==> config.mk <==
export PLATFORM = sky130hd
export DESIGN_NAME = battery_power_control_gate
export DESIGN_NICKNAME = d
export VERILOG_FILES = /design/src/design/gate_pkg.sv /design/src/design/pin_sync.sv /design/src/design/pin_edge_detect.sv /design/src/design/battery_power_control_gate.sv
export SDC_FILE = /design/constraint.sdc
export NUM_CORES = 1
export LEC_CHECK = 0
export BUFFER_PORTS_ARGS = -buffer_cell sky130_fd_sc_hd__buf_4
export CAP_MARGIN = 20
export CELL_PAD_IN_SITES_DETAIL_PLACEMENT = 0
export CELL_PAD_IN_SITES_GLOBAL_PLACEMENT = 1
export CORE_ASPECT_RATIO = 1.1
export CORE_MARGIN = 2
export CORE_UTILIZATION = 42
export CTS_CLUSTER_DIAMETER = 60
export CTS_CLUSTER_SIZE = 12
export DETAILED_ROUTE_END_ITERATION = 10
export PLACE_DENSITY_LB_ADDON = 0.1
export SLEW_MARGIN = 40
export SYNTH_ARGS = -nofsm -noshare
export SYNTH_HDL_FRONTEND = slang
export SYNTH_SLANG_ARGS = --single-unit
==> constraint.sdc <==
create_clock -name sys_clk_in -period 2.8 [get_ports sys_clk_in]
set_input_delay 0.28 -clock sys_clk_in [delete_from_list [all_inputs] [get_ports sys_clk_in]]
set_output_delay 0.28 -clock sys_clk_in [all_outputs]
set_load 0.01 [all_outputs]
==> src/design/gate_pkg.sv <==
// constants, types and register map of the battery power-control gate
// How it works
// - without main power, any low wake, high override or gated alarm raises output
// - main power good with source select clear: output follows the external OR
// - main power good, select and firmware value set: output forced high
// - select set, firmware value clear: output held low while main power stays
// - main power lost: output returns to the external inputs, register ignored
// - control register reachable only while main power good is high
// - controller reads wake, override and output levels in the control register
// - external mode output low only with override low, wakes high, alarm idle
// - alarm term counts only while alarm output and alarm enable both high
// - asserted override makes wake inputs irrelevant to the output
// - controller can enable interrupts from override and wake pins
// - override and wake pins can raise wake events for the controller
// - control register: 8 bits at 00h, bits 7:6 read/write, bits 5:0 read-only
// - source select one follows firmware value, zero follows external inputs
// - override and each wake pin own a bit of one interrupt status register
package gate_pkg;
  localparam int DATA_W = 8;
  localparam int ADDR_W = 4;
  localparam int WAKE_N = 4;
  localparam int PIN_N = 5;
  typedef logic [ADDR_W-1:0] reg_addr_type;
  typedef logic [DATA_W-1:0] reg_data_type;
  typedef logic [PIN_N-1:0] pin_vec_type;
  localparam reg_addr_type CTRL_OFS = 4'h0;
  localparam reg_addr_type IRQ_STATUS_OFS = 4'h1;
  localparam reg_addr_type IRQ_MASK_OFS = 4'h2;
  localparam reg_addr_type RISE_EN_OFS = 4'h3;
  localparam reg_addr_type FALL_EN_OFS = 4'h4;
  localparam reg_addr_type WAKE_EN_OFS = 4'h5;
  localparam int SRC_SEL_BIT = 7;
  localparam int FW_VALUE_BIT = 6;
  localparam int OUT_BIT = 5;
  localparam int OVRD_BIT = 4;
  localparam logic CTRL_BIT_RESET = 1'b0;
  localparam pin_vec_type VEC_RESET = 5'h00;
  localparam reg_data_type RDATA_IDLE = 8'h00;
  // pin status layout: the four wake levels above override, the reverse of the control register
  typedef struct packed {
    logic [WAKE_N-1:0] wake_n;
    logic override;
    logic main_power_good;
    logic system_reset_n;
    logic power_enable;
  } pin_bundle_type;
  // wakes idle high, everything else low until the synchroniser fills
  localparam pin_bundle_type PIN_RESET = 8'hf0;
  typedef struct packed {
    reg_addr_type addr;
    reg_data_type wdata;
    logic wr;
    logic rd;
  } bus_req_type;
endpackage

==> src/design/pin_sync.sv <==
// two-stage synchroniser for the pin status bundle
`timescale 1ns/1ns
`default_nettype none
module pin_sync (
  input wire logic sys_clk_in,
  input wire logic rst_n_in,
  input wire gate_pkg::pin_bundle_type pins_in,
  output gate_pkg::pin_bundle_type pins_out
);
  import gate_pkg::*;
  typedef struct packed {
    pin_bundle_type stage1;
    pin_bundle_type stage2;
  } sync_state_type;
  sync_state_type st;
  sync_state_type next_st;
  // stage1 feeds stage2 only; nothing else may look at it
  always_comb begin
    next_st = st;
    next_st.stage1 = pins_in;
    next_st.stage2 = st.stage1;
  end
  always_ff @(posedge sys_clk_in or negedge rst_n_in) begin
    if (!rst_n_in) begin
      st <= {PIN_RESET, PIN_RESET};
    end else begin
      st <= next_st;
    end
  end
  assign pins_out = st.stage2;
endmodule
`default_nettype wire

==> src/design/pin_edge_detect.sv <==
// per-pin rising and falling edge detector for the interrupt pins
`timescale 1ns/1ns
`default_nettype none
module pin_edge_detect (
  input wire logic sys_clk_in,
  input wire logic rst_n_in,
  input wire logic enable_in,
  input wire gate_pkg::pin_vec_type level_in,
  input wire gate_pkg::pin_vec_type rise_en_in,
  input wire gate_pkg::pin_vec_type fall_en_in,
  output gate_pkg::pin_vec_type event_out
);
  import gate_pkg::*;
  typedef struct packed {
    pin_vec_type prev;
    logic armed;
    pin_vec_type events;
  } edge_state_type;
  edge_state_type st;
  edge_state_type next_st;
  always_comb begin
    next_st = st;
    next_st.prev = level_in;
    next_st.events = VEC_RESET;
    if (!enable_in) begin
      // re-arm only after one sample, so power-up levels never look like edges
      next_st.armed = 1'b0;
    end else begin
      next_st.armed = 1'b1;
      if (st.armed) begin
        next_st.events = (level_in & ~st.prev & rise_en_in) |
                         (~level_in & st.prev & fall_en_in);
      end
    end
  end
  always_ff @(posedge sys_clk_in or negedge rst_n_in) begin
    if (!rst_n_in) begin
      st <= {PIN_RESET.override, PIN_RESET.wake_n, 1'b0, VEC_RESET};
    end else begin
      st <= next_st;
    end
  end
  assign event_out = st.events;
endmodule
`default_nettype wire

==> src/design/battery_power_control_gate.sv <==
// battery power-control gate: output mux, control register and pin interrupts
`timescale 1ns/1ns
`default_nettype none
module battery_power_control_gate (
  input wire logic sys_clk_in,
  input wire logic rstn_in,
  input wire logic system_reset_n_in,
  input wire logic main_power_good_in,
  input wire logic [gate_pkg::WAKE_N-1:0] wake_inputs_n_in,
  input wire logic override_input_in,
  input wire logic alarm_output_in,
  input wire logic alarm_power_enable_in,
  input wire gate_pkg::reg_addr_type reg_addr_in,
  input wire gate_pkg::reg_data_type reg_wdata_in,
  input wire logic reg_wr_in,
  input wire logic reg_rd_in,
  output gate_pkg::reg_data_type reg_rdata_out,
  output logic irq_out,
  output logic wake_event_out,
  output logic power_enable_output_out
);
  import gate_pkg::*;

  typedef struct packed {
    logic src_sel;
    logic fw_value;
    pin_vec_type irq_status;
    pin_vec_type irq_mask;
    pin_vec_type rise_en;
    pin_vec_type fall_en;
    pin_vec_type wake_en;
    reg_data_type rdata;
  } gate_state_type;

  function automatic logic hit(input reg_addr_type a, input reg_addr_type ofs);
    return a == ofs;
  endfunction

  function automatic reg_data_type widen(input pin_vec_type v);
    return {3'h0, v};
  endfunction

  logic [1:0] rst_sync;
  logic rst_n;
  pin_bundle_type raw_pins;
  pin_bundle_type pins;
  pin_vec_type pin_levels;
  pin_vec_type events;
  bus_req_type req;
  gate_state_type st;
  gate_state_type next_st;
  logic access;
  logic alarm_term;
  logic ext_term;
  logic fw_owns;
  pin_vec_type clr;

  // reset release is synchronised; assertion of reset stays asynchronous
  always_ff @(posedge sys_clk_in or negedge rstn_in) begin
    if (!rstn_in) begin
      rst_sync <= 2'b00;
    end else begin
      rst_sync <= {rst_sync[0], 1'b1};
    end
  end
  assign rst_n = rst_sync[1];

  assign req = '{addr: reg_addr_in, wdata: reg_wdata_in, wr: reg_wr_in, rd: reg_rd_in};

  // the power path stays combinational from the pins so it works with no clock
  assign alarm_term = alarm_output_in & alarm_power_enable_in;
  // a high override alone decides, whatever the wake pins do
  assign ext_term = override_input_in | ~&wake_inputs_n_in | alarm_term;
  // raw power-good: losing main power hands the pin back at once, clock or not
  assign fw_owns = main_power_good_in & st.src_sel;
  assign power_enable_output_out = fw_owns ? st.fw_value : ext_term;

  assign raw_pins = '{
    wake_n: wake_inputs_n_in,
    override: override_input_in,
    main_power_good: main_power_good_in,
    system_reset_n: system_reset_n_in,
    power_enable: power_enable_output_out
  };

  pin_sync u_pin_sync (
    .sys_clk_in(sys_clk_in),
    .rst_n_in(rst_n),
    .pins_in(raw_pins),
    .pins_out(pins)
  );

  assign pin_levels = {pins.override, pins.wake_n};
  // register well is unpowered without main power, and cleared by system reset
  assign access = pins.main_power_good & pins.system_reset_n;

  pin_edge_detect u_pin_edge_detect (
    .sys_clk_in(sys_clk_in),
    .rst_n_in(rst_n),
    .enable_in(access),
    .level_in(pin_levels),
    .rise_en_in(st.rise_en),
    .fall_en_in(st.fall_en),
    .event_out(events)
  );

  always_comb begin
    next_st = st;
    clr = VEC_RESET;
    next_st.rdata = RDATA_IDLE;
    if (!access) begin
      next_st.src_sel = CTRL_BIT_RESET;
      next_st.fw_value = CTRL_BIT_RESET;
      next_st.irq_status = VEC_RESET;
      next_st.irq_mask = VEC_RESET;
      next_st.rise_en = VEC_RESET;
      next_st.fall_en = VEC_RESET;
      next_st.wake_en = VEC_RESET;
    end else begin
      if (req.wr) begin
        if (hit(req.addr, CTRL_OFS)) begin
          next_st.src_sel = req.wdata[SRC_SEL_BIT];
          next_st.fw_value = req.wdata[FW_VALUE_BIT];
        end
        if (hit(req.addr, IRQ_STATUS_OFS)) begin
          clr = req.wdata[PIN_N-1:0];
        end
        if (hit(req.addr, IRQ_MASK_OFS)) begin
          next_st.irq_mask = req.wdata[PIN_N-1:0];
        end
        if (hit(req.addr, RISE_EN_OFS)) begin
          next_st.rise_en = req.wdata[PIN_N-1:0];
        end
        if (hit(req.addr, FALL_EN_OFS)) begin
          next_st.fall_en = req.wdata[PIN_N-1:0];
        end
        if (hit(req.addr, WAKE_EN_OFS)) begin
          next_st.wake_en = req.wdata[PIN_N-1:0];
        end
      end
      // a new edge beats a simultaneous write-one-to-clear
      next_st.irq_status = (st.irq_status & ~clr) | events;
      if (req.rd) begin
        case (req.addr)
          CTRL_OFS: begin
            next_st.rdata = {st.src_sel, st.fw_value, pins.power_enable,
                             pin_levels};
          end
          IRQ_STATUS_OFS: begin
            next_st.rdata = widen(st.irq_status);
          end
          IRQ_MASK_OFS: begin
            next_st.rdata = widen(st.irq_mask);
          end
          RISE_EN_OFS: begin
            next_st.rdata = widen(st.rise_en);
          end
          FALL_EN_OFS: begin
            next_st.rdata = widen(st.fall_en);
          end
          WAKE_EN_OFS: begin
            next_st.rdata = widen(st.wake_en);
          end
          default: begin
            next_st.rdata = RDATA_IDLE;
          end
        endcase
      end
    end
  end

  always_ff @(posedge sys_clk_in or negedge rst_n) begin
    if (!rst_n) begin
      st <= '{
        src_sel: CTRL_BIT_RESET,
        fw_value: CTRL_BIT_RESET,
        irq_status: VEC_RESET,
        irq_mask: VEC_RESET,
        rise_en: VEC_RESET,
        fall_en: VEC_RESET,
        wake_en: VEC_RESET,
        rdata: RDATA_IDLE
      };
    end else begin
      st <= next_st;
    end
  end

  assign reg_rdata_out = st.rdata;
  assign irq_out = |(st.irq_status & st.irq_mask);
  assign wake_event_out = |(st.irq_status & st.wake_en);
endmodule
`default_nettype wire

==> metrics.txt <==
# TYPE chip_impl_metric gauge
chip_impl_metric{name="number_of_levels_the_h_tree_was_split_into",unit=""} 3
chip_impl_metric{name="placement_rows",unit=""} 30
chip_impl_metric{name="synthArstFlopShare",unit="%"} 100
chip_impl_metric{name="max_freq",unit="MHz"} 558
chip_impl_metric{name="switching_share",unit="%"} 22.8
chip_impl_info{name="synth_area_leaders",value="sky130_fd_sc_hd__dfrtp_1 (47%), sky130_fd_sc_hd__dfstp_2 (11%), sky130_fd_sc_hd__mux2i_1 (6.5%)"} 1
chip_impl_metric{name="synth_cells",unit=""} 243
chip_impl_metric{name="fin_worst_hold_slack",unit="ps"} 53.3
chip_impl_metric{name="power.share.clock",unit="%"} 43.4
chip_impl_metric{name="initial_utilization",unit="%"} 43.9
chip_impl_metric{name="critical-path-max-stage-delay",unit="ps"} 490
chip_impl_metric{name="power_density",unit="mW/mm2"} 588
chip_impl_metric{name="arrival",unit="ps"} 1510
chip_impl_info{name="worst_path_max_delay_cell",value="sky130_fd_sc_hd__a222oi_1"} 1
chip_impl_metric{name="via_count_of_the_first_global_routing_pass",unit=""} 1986
chip_impl_metric{name="ir_drop",unit="uV"} 320
chip_impl_metric{name="drc",unit=""} 0
chip_impl_metric{name="die_w",unit="um"} 81.2
chip_impl_metric{name="cts_made_buffers",unit=""} 9
chip_impl_metric{name="cts_sinks",unit=""} 64
chip_impl_metric{name="route.vias.total",unit=""} 1979
chip_impl_metric{name="placeableCoreArea",unit="mm2"} 0.00627
chip_impl_metric{name="cts_resized",unit=""} 0
chip_impl_metric{name="post_route_setup_tns",unit="ps"} 0
chip_impl_metric{name="number_of_setup_buffers_added_after_cts",unit=""} 0
chip_impl_metric{name="clk_path_buf_depth",unit=""} 2
chip_impl_metric{name="num-nets-final",unit=""} 299
chip_impl_info{name="cts_tree",value="built"} 1
chip_impl_metric{name="synth-edff-count",unit=""} 0
chip_impl_metric{name="place.detailed.hpwl",unit="um"} 4450
chip_impl_info{name="run_status",value="completed"} 1
chip_impl_metric{name="pin_count",unit=""} 36
chip_impl_metric{name="power.combinational.fraction",unit="%"} 6.0
chip_impl_metric{name="post_drt_antenna_nets",unit=""} 0
chip_impl_metric{name="grt_first_pass_wirelength",unit="um"} 10300
chip_impl_metric{name="worstPathMaxFanout",unit=""} 4
chip_impl_info{name="rsz_0062_raised_after_global_routing",value="false"} 1
chip_impl_metric{name="cellLeakagePower",unit="nW"} 1.42
chip_impl_metric{name="ys_types",unit=""} 41
chip_impl_info{name="clock-root-buffer",value="sky130_fd_sc_hd__clkbuf_8"} 1
chip_impl_metric{name="clkSlewWorstSetupHoldPaths",unit="ps"} 70
chip_impl_metric{name="overflow",unit=""} 0
chip_impl_metric{name="drt_pass1_iterations",unit=""} 5
chip_impl_metric{name="switchingPower",unit="uW"} 436
chip_impl_metric{name="finalPower",unit="mW"} 1.92
chip_impl_metric{name="intPower",unit="mW"} 1.48
chip_impl_metric{name="worst_clk_skew",unit="ps"} 6.46
chip_impl_info{name="hold_path.class",value="in -> reg"} 1
chip_impl_metric{name="synth_sequential_area_ratio",unit="%"} 58.8
chip_impl_metric{name="worstPathRequired",unit="ps"} 2520
chip_impl_metric{name="gpl.final_weighted_congestion",unit=""} 0.805
chip_impl_metric{name="floorplan.die_area",unit="mm2"} 0.00722
chip_impl_info{name="synth_area_leader_cell",value="sky130_fd_sc_hd__dfrtp_1"} 1
chip_impl_metric{name="setup_violations",unit=""} 0
chip_impl_metric{name="final.setup.worst_slack",unit="ps"} 1010
chip_impl_metric{name="synth.net_count",unit=""} 268
chip_impl_metric{name="initial_antenna_violation_count",unit=""} 0
chip_impl_metric{name="slew-limit-headroom",unit="%"} 51.7
chip_impl_metric{name="area.growth.synth_to_final",unit="%"} 18.4
chip_impl_metric{name="timing.max_cap.violations",unit=""} 0
chip_impl_metric{name="clock_latency",unit="ps"} 330
chip_impl_metric{name="cp.buffers_inverters",unit=""} 1
chip_impl_metric{name="die_y",unit="um"} 88.9
chip_impl_metric{name="finalWorstPathRequiredPeriod",unit="ps"} 1790
chip_impl_metric{name="timing_worst_slew_pin_value",unit="ps"} 725
chip_impl_metric{name="routed_wire_length_per_instance",unit="um"} 17.7
chip_impl_metric{name="drt-initial-drc-count",unit=""} 87
chip_impl_metric{name="track_usage",unit="%"} 19.9
chip_impl_metric{name="detailedPlace.worstSlack",unit="ps"} 979
chip_impl_metric{name="ctsHoldBuffers",unit=""} 1
chip_impl_metric{name="largest_net_degree_at_the_start_of_global_routing",unit=""} 33
chip_impl_info{name="timing.critical_path.from_type",value="flop"} 1
chip_impl_metric{name="syn_avg_cell_area",unit="um2"} 11.3
chip_impl_metric{name="final_core_util",unit="%"} 52.0
chip_impl_metric{name="filler_cells_inserted",unit=""} 579
chip_impl_metric{name="seqPwrFrac",unit="%"} 50.5
chip_impl_info{name="crit_type",value="reg -> out"} 1
chip_impl_metric{name="drive_gt1_share",unit="%"} 27.6
chip_impl_metric{name="portBuffers",unit=""} 34
chip_impl_metric{name="antenna_cells",unit=""} 0
chip_impl_metric{name="ys_ff_latch",unit=""} 64
chip_impl_metric{name="yosysWarningCount",unit=""} 0
chip_impl_info{name="synthFlopType",value="sky130_fd_sc_hd__dfrtp_1"} 1
chip_impl_metric{name="synthDominantCellAreaShare",unit="%"} 47.3
chip_impl_info{name="crit_family",value="compound AO/OA/AOI/OAI gates"} 1
chip_impl_metric{name="finalMaxSlewViolations",unit=""} 0
chip_impl_info{name="cell_by_cell_listing_of_the_critical_path",value="a222oi_1 > nand2_1 > buf_4"} 1
chip_impl_metric{name="postRouteWirelength",unit="um"} 6350
chip_impl_metric{name="vias_per_cell",unit=""} 5.51
chip_impl_metric{name="finalHoldViolations",unit=""} 0
chip_impl_metric{name="synth_area",unit="mm2"} 0.00275
chip_impl_info{name="cp-end-kind",value="output port"} 1
chip_impl_metric{name="min_period_over_period",unit="%"} 64.0
==> placed cells by master, fill, tap and decap left out, types with 2 or more instances in the layout <==
cell	count
sky130_fd_sc_hd__nand3_1	12
sky130_fd_sc_hd__and2_1	3
sky130_fd_sc_hd__nand3b_1	11
sky130_fd_sc_hd__or3_1	3
sky130_fd_sc_hd__a32oi_1	3
sky130_fd_sc_hd__dfstp_2	12
sky130_fd_sc_hd__clkbuf_8	12
sky130_fd_sc_hd__o31ai_1	5
sky130_fd_sc_hd__nand4_1	4
sky130_fd_sc_hd__inv_1	10
sky130_fd_sc_hd__a21oi_1	26
sky130_fd_sc_hd__a222oi_1	2
sky130_fd_sc_hd__nand2_1	20
sky130_fd_sc_hd__dfrtp_1	51
sky130_fd_sc_hd__buf_4	37
sky130_fd_sc_hd__mux2_2	7
sky130_fd_sc_hd__a22oi_1	2
sky130_fd_sc_hd__o21ai_0	12
sky130_fd_sc_hd__nor2_1	4
sky130_fd_sc_hd__mux2i_1	18
==> final timing paths <==
| kind | start | endpoint | slack (ps) | cells past startpoint |
|---|---|---|---|---|
| min in group asynchronous | rstn_in | rst_sync[1]$_DFF_PN0_ | 250 | 2 |
| worst min-delay path | system_reset_n_in | u_pin_sync.next_st[1]$_DFF_PN0_ | 50 | 1 |
| worst min register to register | rst_sync[1]$_DFF_PN0_ | st[20]$_DFFE_PN0P_ | 330 | 0 |
| worst max register to register | st[14]$_DFFE_PN0P_ | reg_rdata_out[1]$_DFF_PN0_ | 1450 | 3 |
| max in group asynchronous | rst_sync[1]$_DFF_PN0_ | u_pin_sync.pins_out[7]$_DFF_PN1_ | 1790 | 1 |
| worst max-delay path | st[32]$_DFF_PN0_ | irq_out | 1010 | 3 |
==> layer usage <==
metal | GRT usage, % | routed length (um) | vias to the layer above
li1 | - | - | 919
met1 | 27.1 | 2870 | 988
met2 | 29.7 | 3010 | 58
met3 | 3.64 | 311 | 14
met4 | 12.3 | 164 | 0
met5 | 0 | 0 | -
==> cells in the mapped netlist (all sizes together), types with 2 or more instances <==
cell    number
mux2i       18
and2         3
o21ai       12
o31ai        5
nor2         4
mux2         7
a22oi        2
dfstp       12
dfrtp       52
nor3b        2
nand3b      11
a222oi       2
nand4        4
nand2       20
a21oi       26
inv         10
or3          3
nand3       12
clkbuf       6
a32oi        3
buf         13
==> registers in the layout, indices dropped and copies added, names as in the netlist <==
| name | flops |
|---|---|
| u_pin_edge_detect.st | 6 |
| rst_sync | 2 |
| st | 27 |
| u_pin_edge_detect.event_out | 5 |
| u_pin_sync.next_st | 8 |
| reg_rdata_out | 8 |
| u_pin_sync.pins_out | 8 |
==> power by group through the flow <==
stage | Clock, mW | Combinational (mW) | Sequential [mW]
after floorplan | 0 | 0.0526 | 0.985
after global placement | 0 | 0.115 | 0.985
after detailed placement | 0 | 0.115 | 0.986
after CTS | 0.858 | 0.117 | 0.969
after global routing | 0.890 | 0.125 | 0.972
final | 0.832 | 0.115 | 0.968
==> cells by family after synthesis <==
logic type      share of synthesized area [%]
other cells                             0.136
simple gates                             14.1
flops                                    58.8
buf+inv                                  5.82
mux                                      9.41
compound gates                           11.8
==> stage by stage <==
stage,std cells,instance area [um2]
2_1_floorplan,243,2750
4_1_cts,359,3260
3_3_place_gp,342,3030
5_1_grt,359,3260
6_report,359,3260
3_5_place_dp,342,3030
==> area by class of cell <==
| cell class | instances | area [um2] | share of cell area (%) |
|---|---|---|---|
| multi-input combinational | 149 | 975 | 29.9 |
| clock buffer | 12 | 165 | 5.07 |
| timing repair buffer | 39 | 308 | 9.45 |
| clock inverter | 4 | 51.3 | 1.57 |
| sequential | 64 | 1620 | 49.7 |
| inverter | 11 | 41.3 | 1.27 |
| tap | 80 | 100 | 3.07 |
No activity file was read; power rests on OpenSTA's default activity.
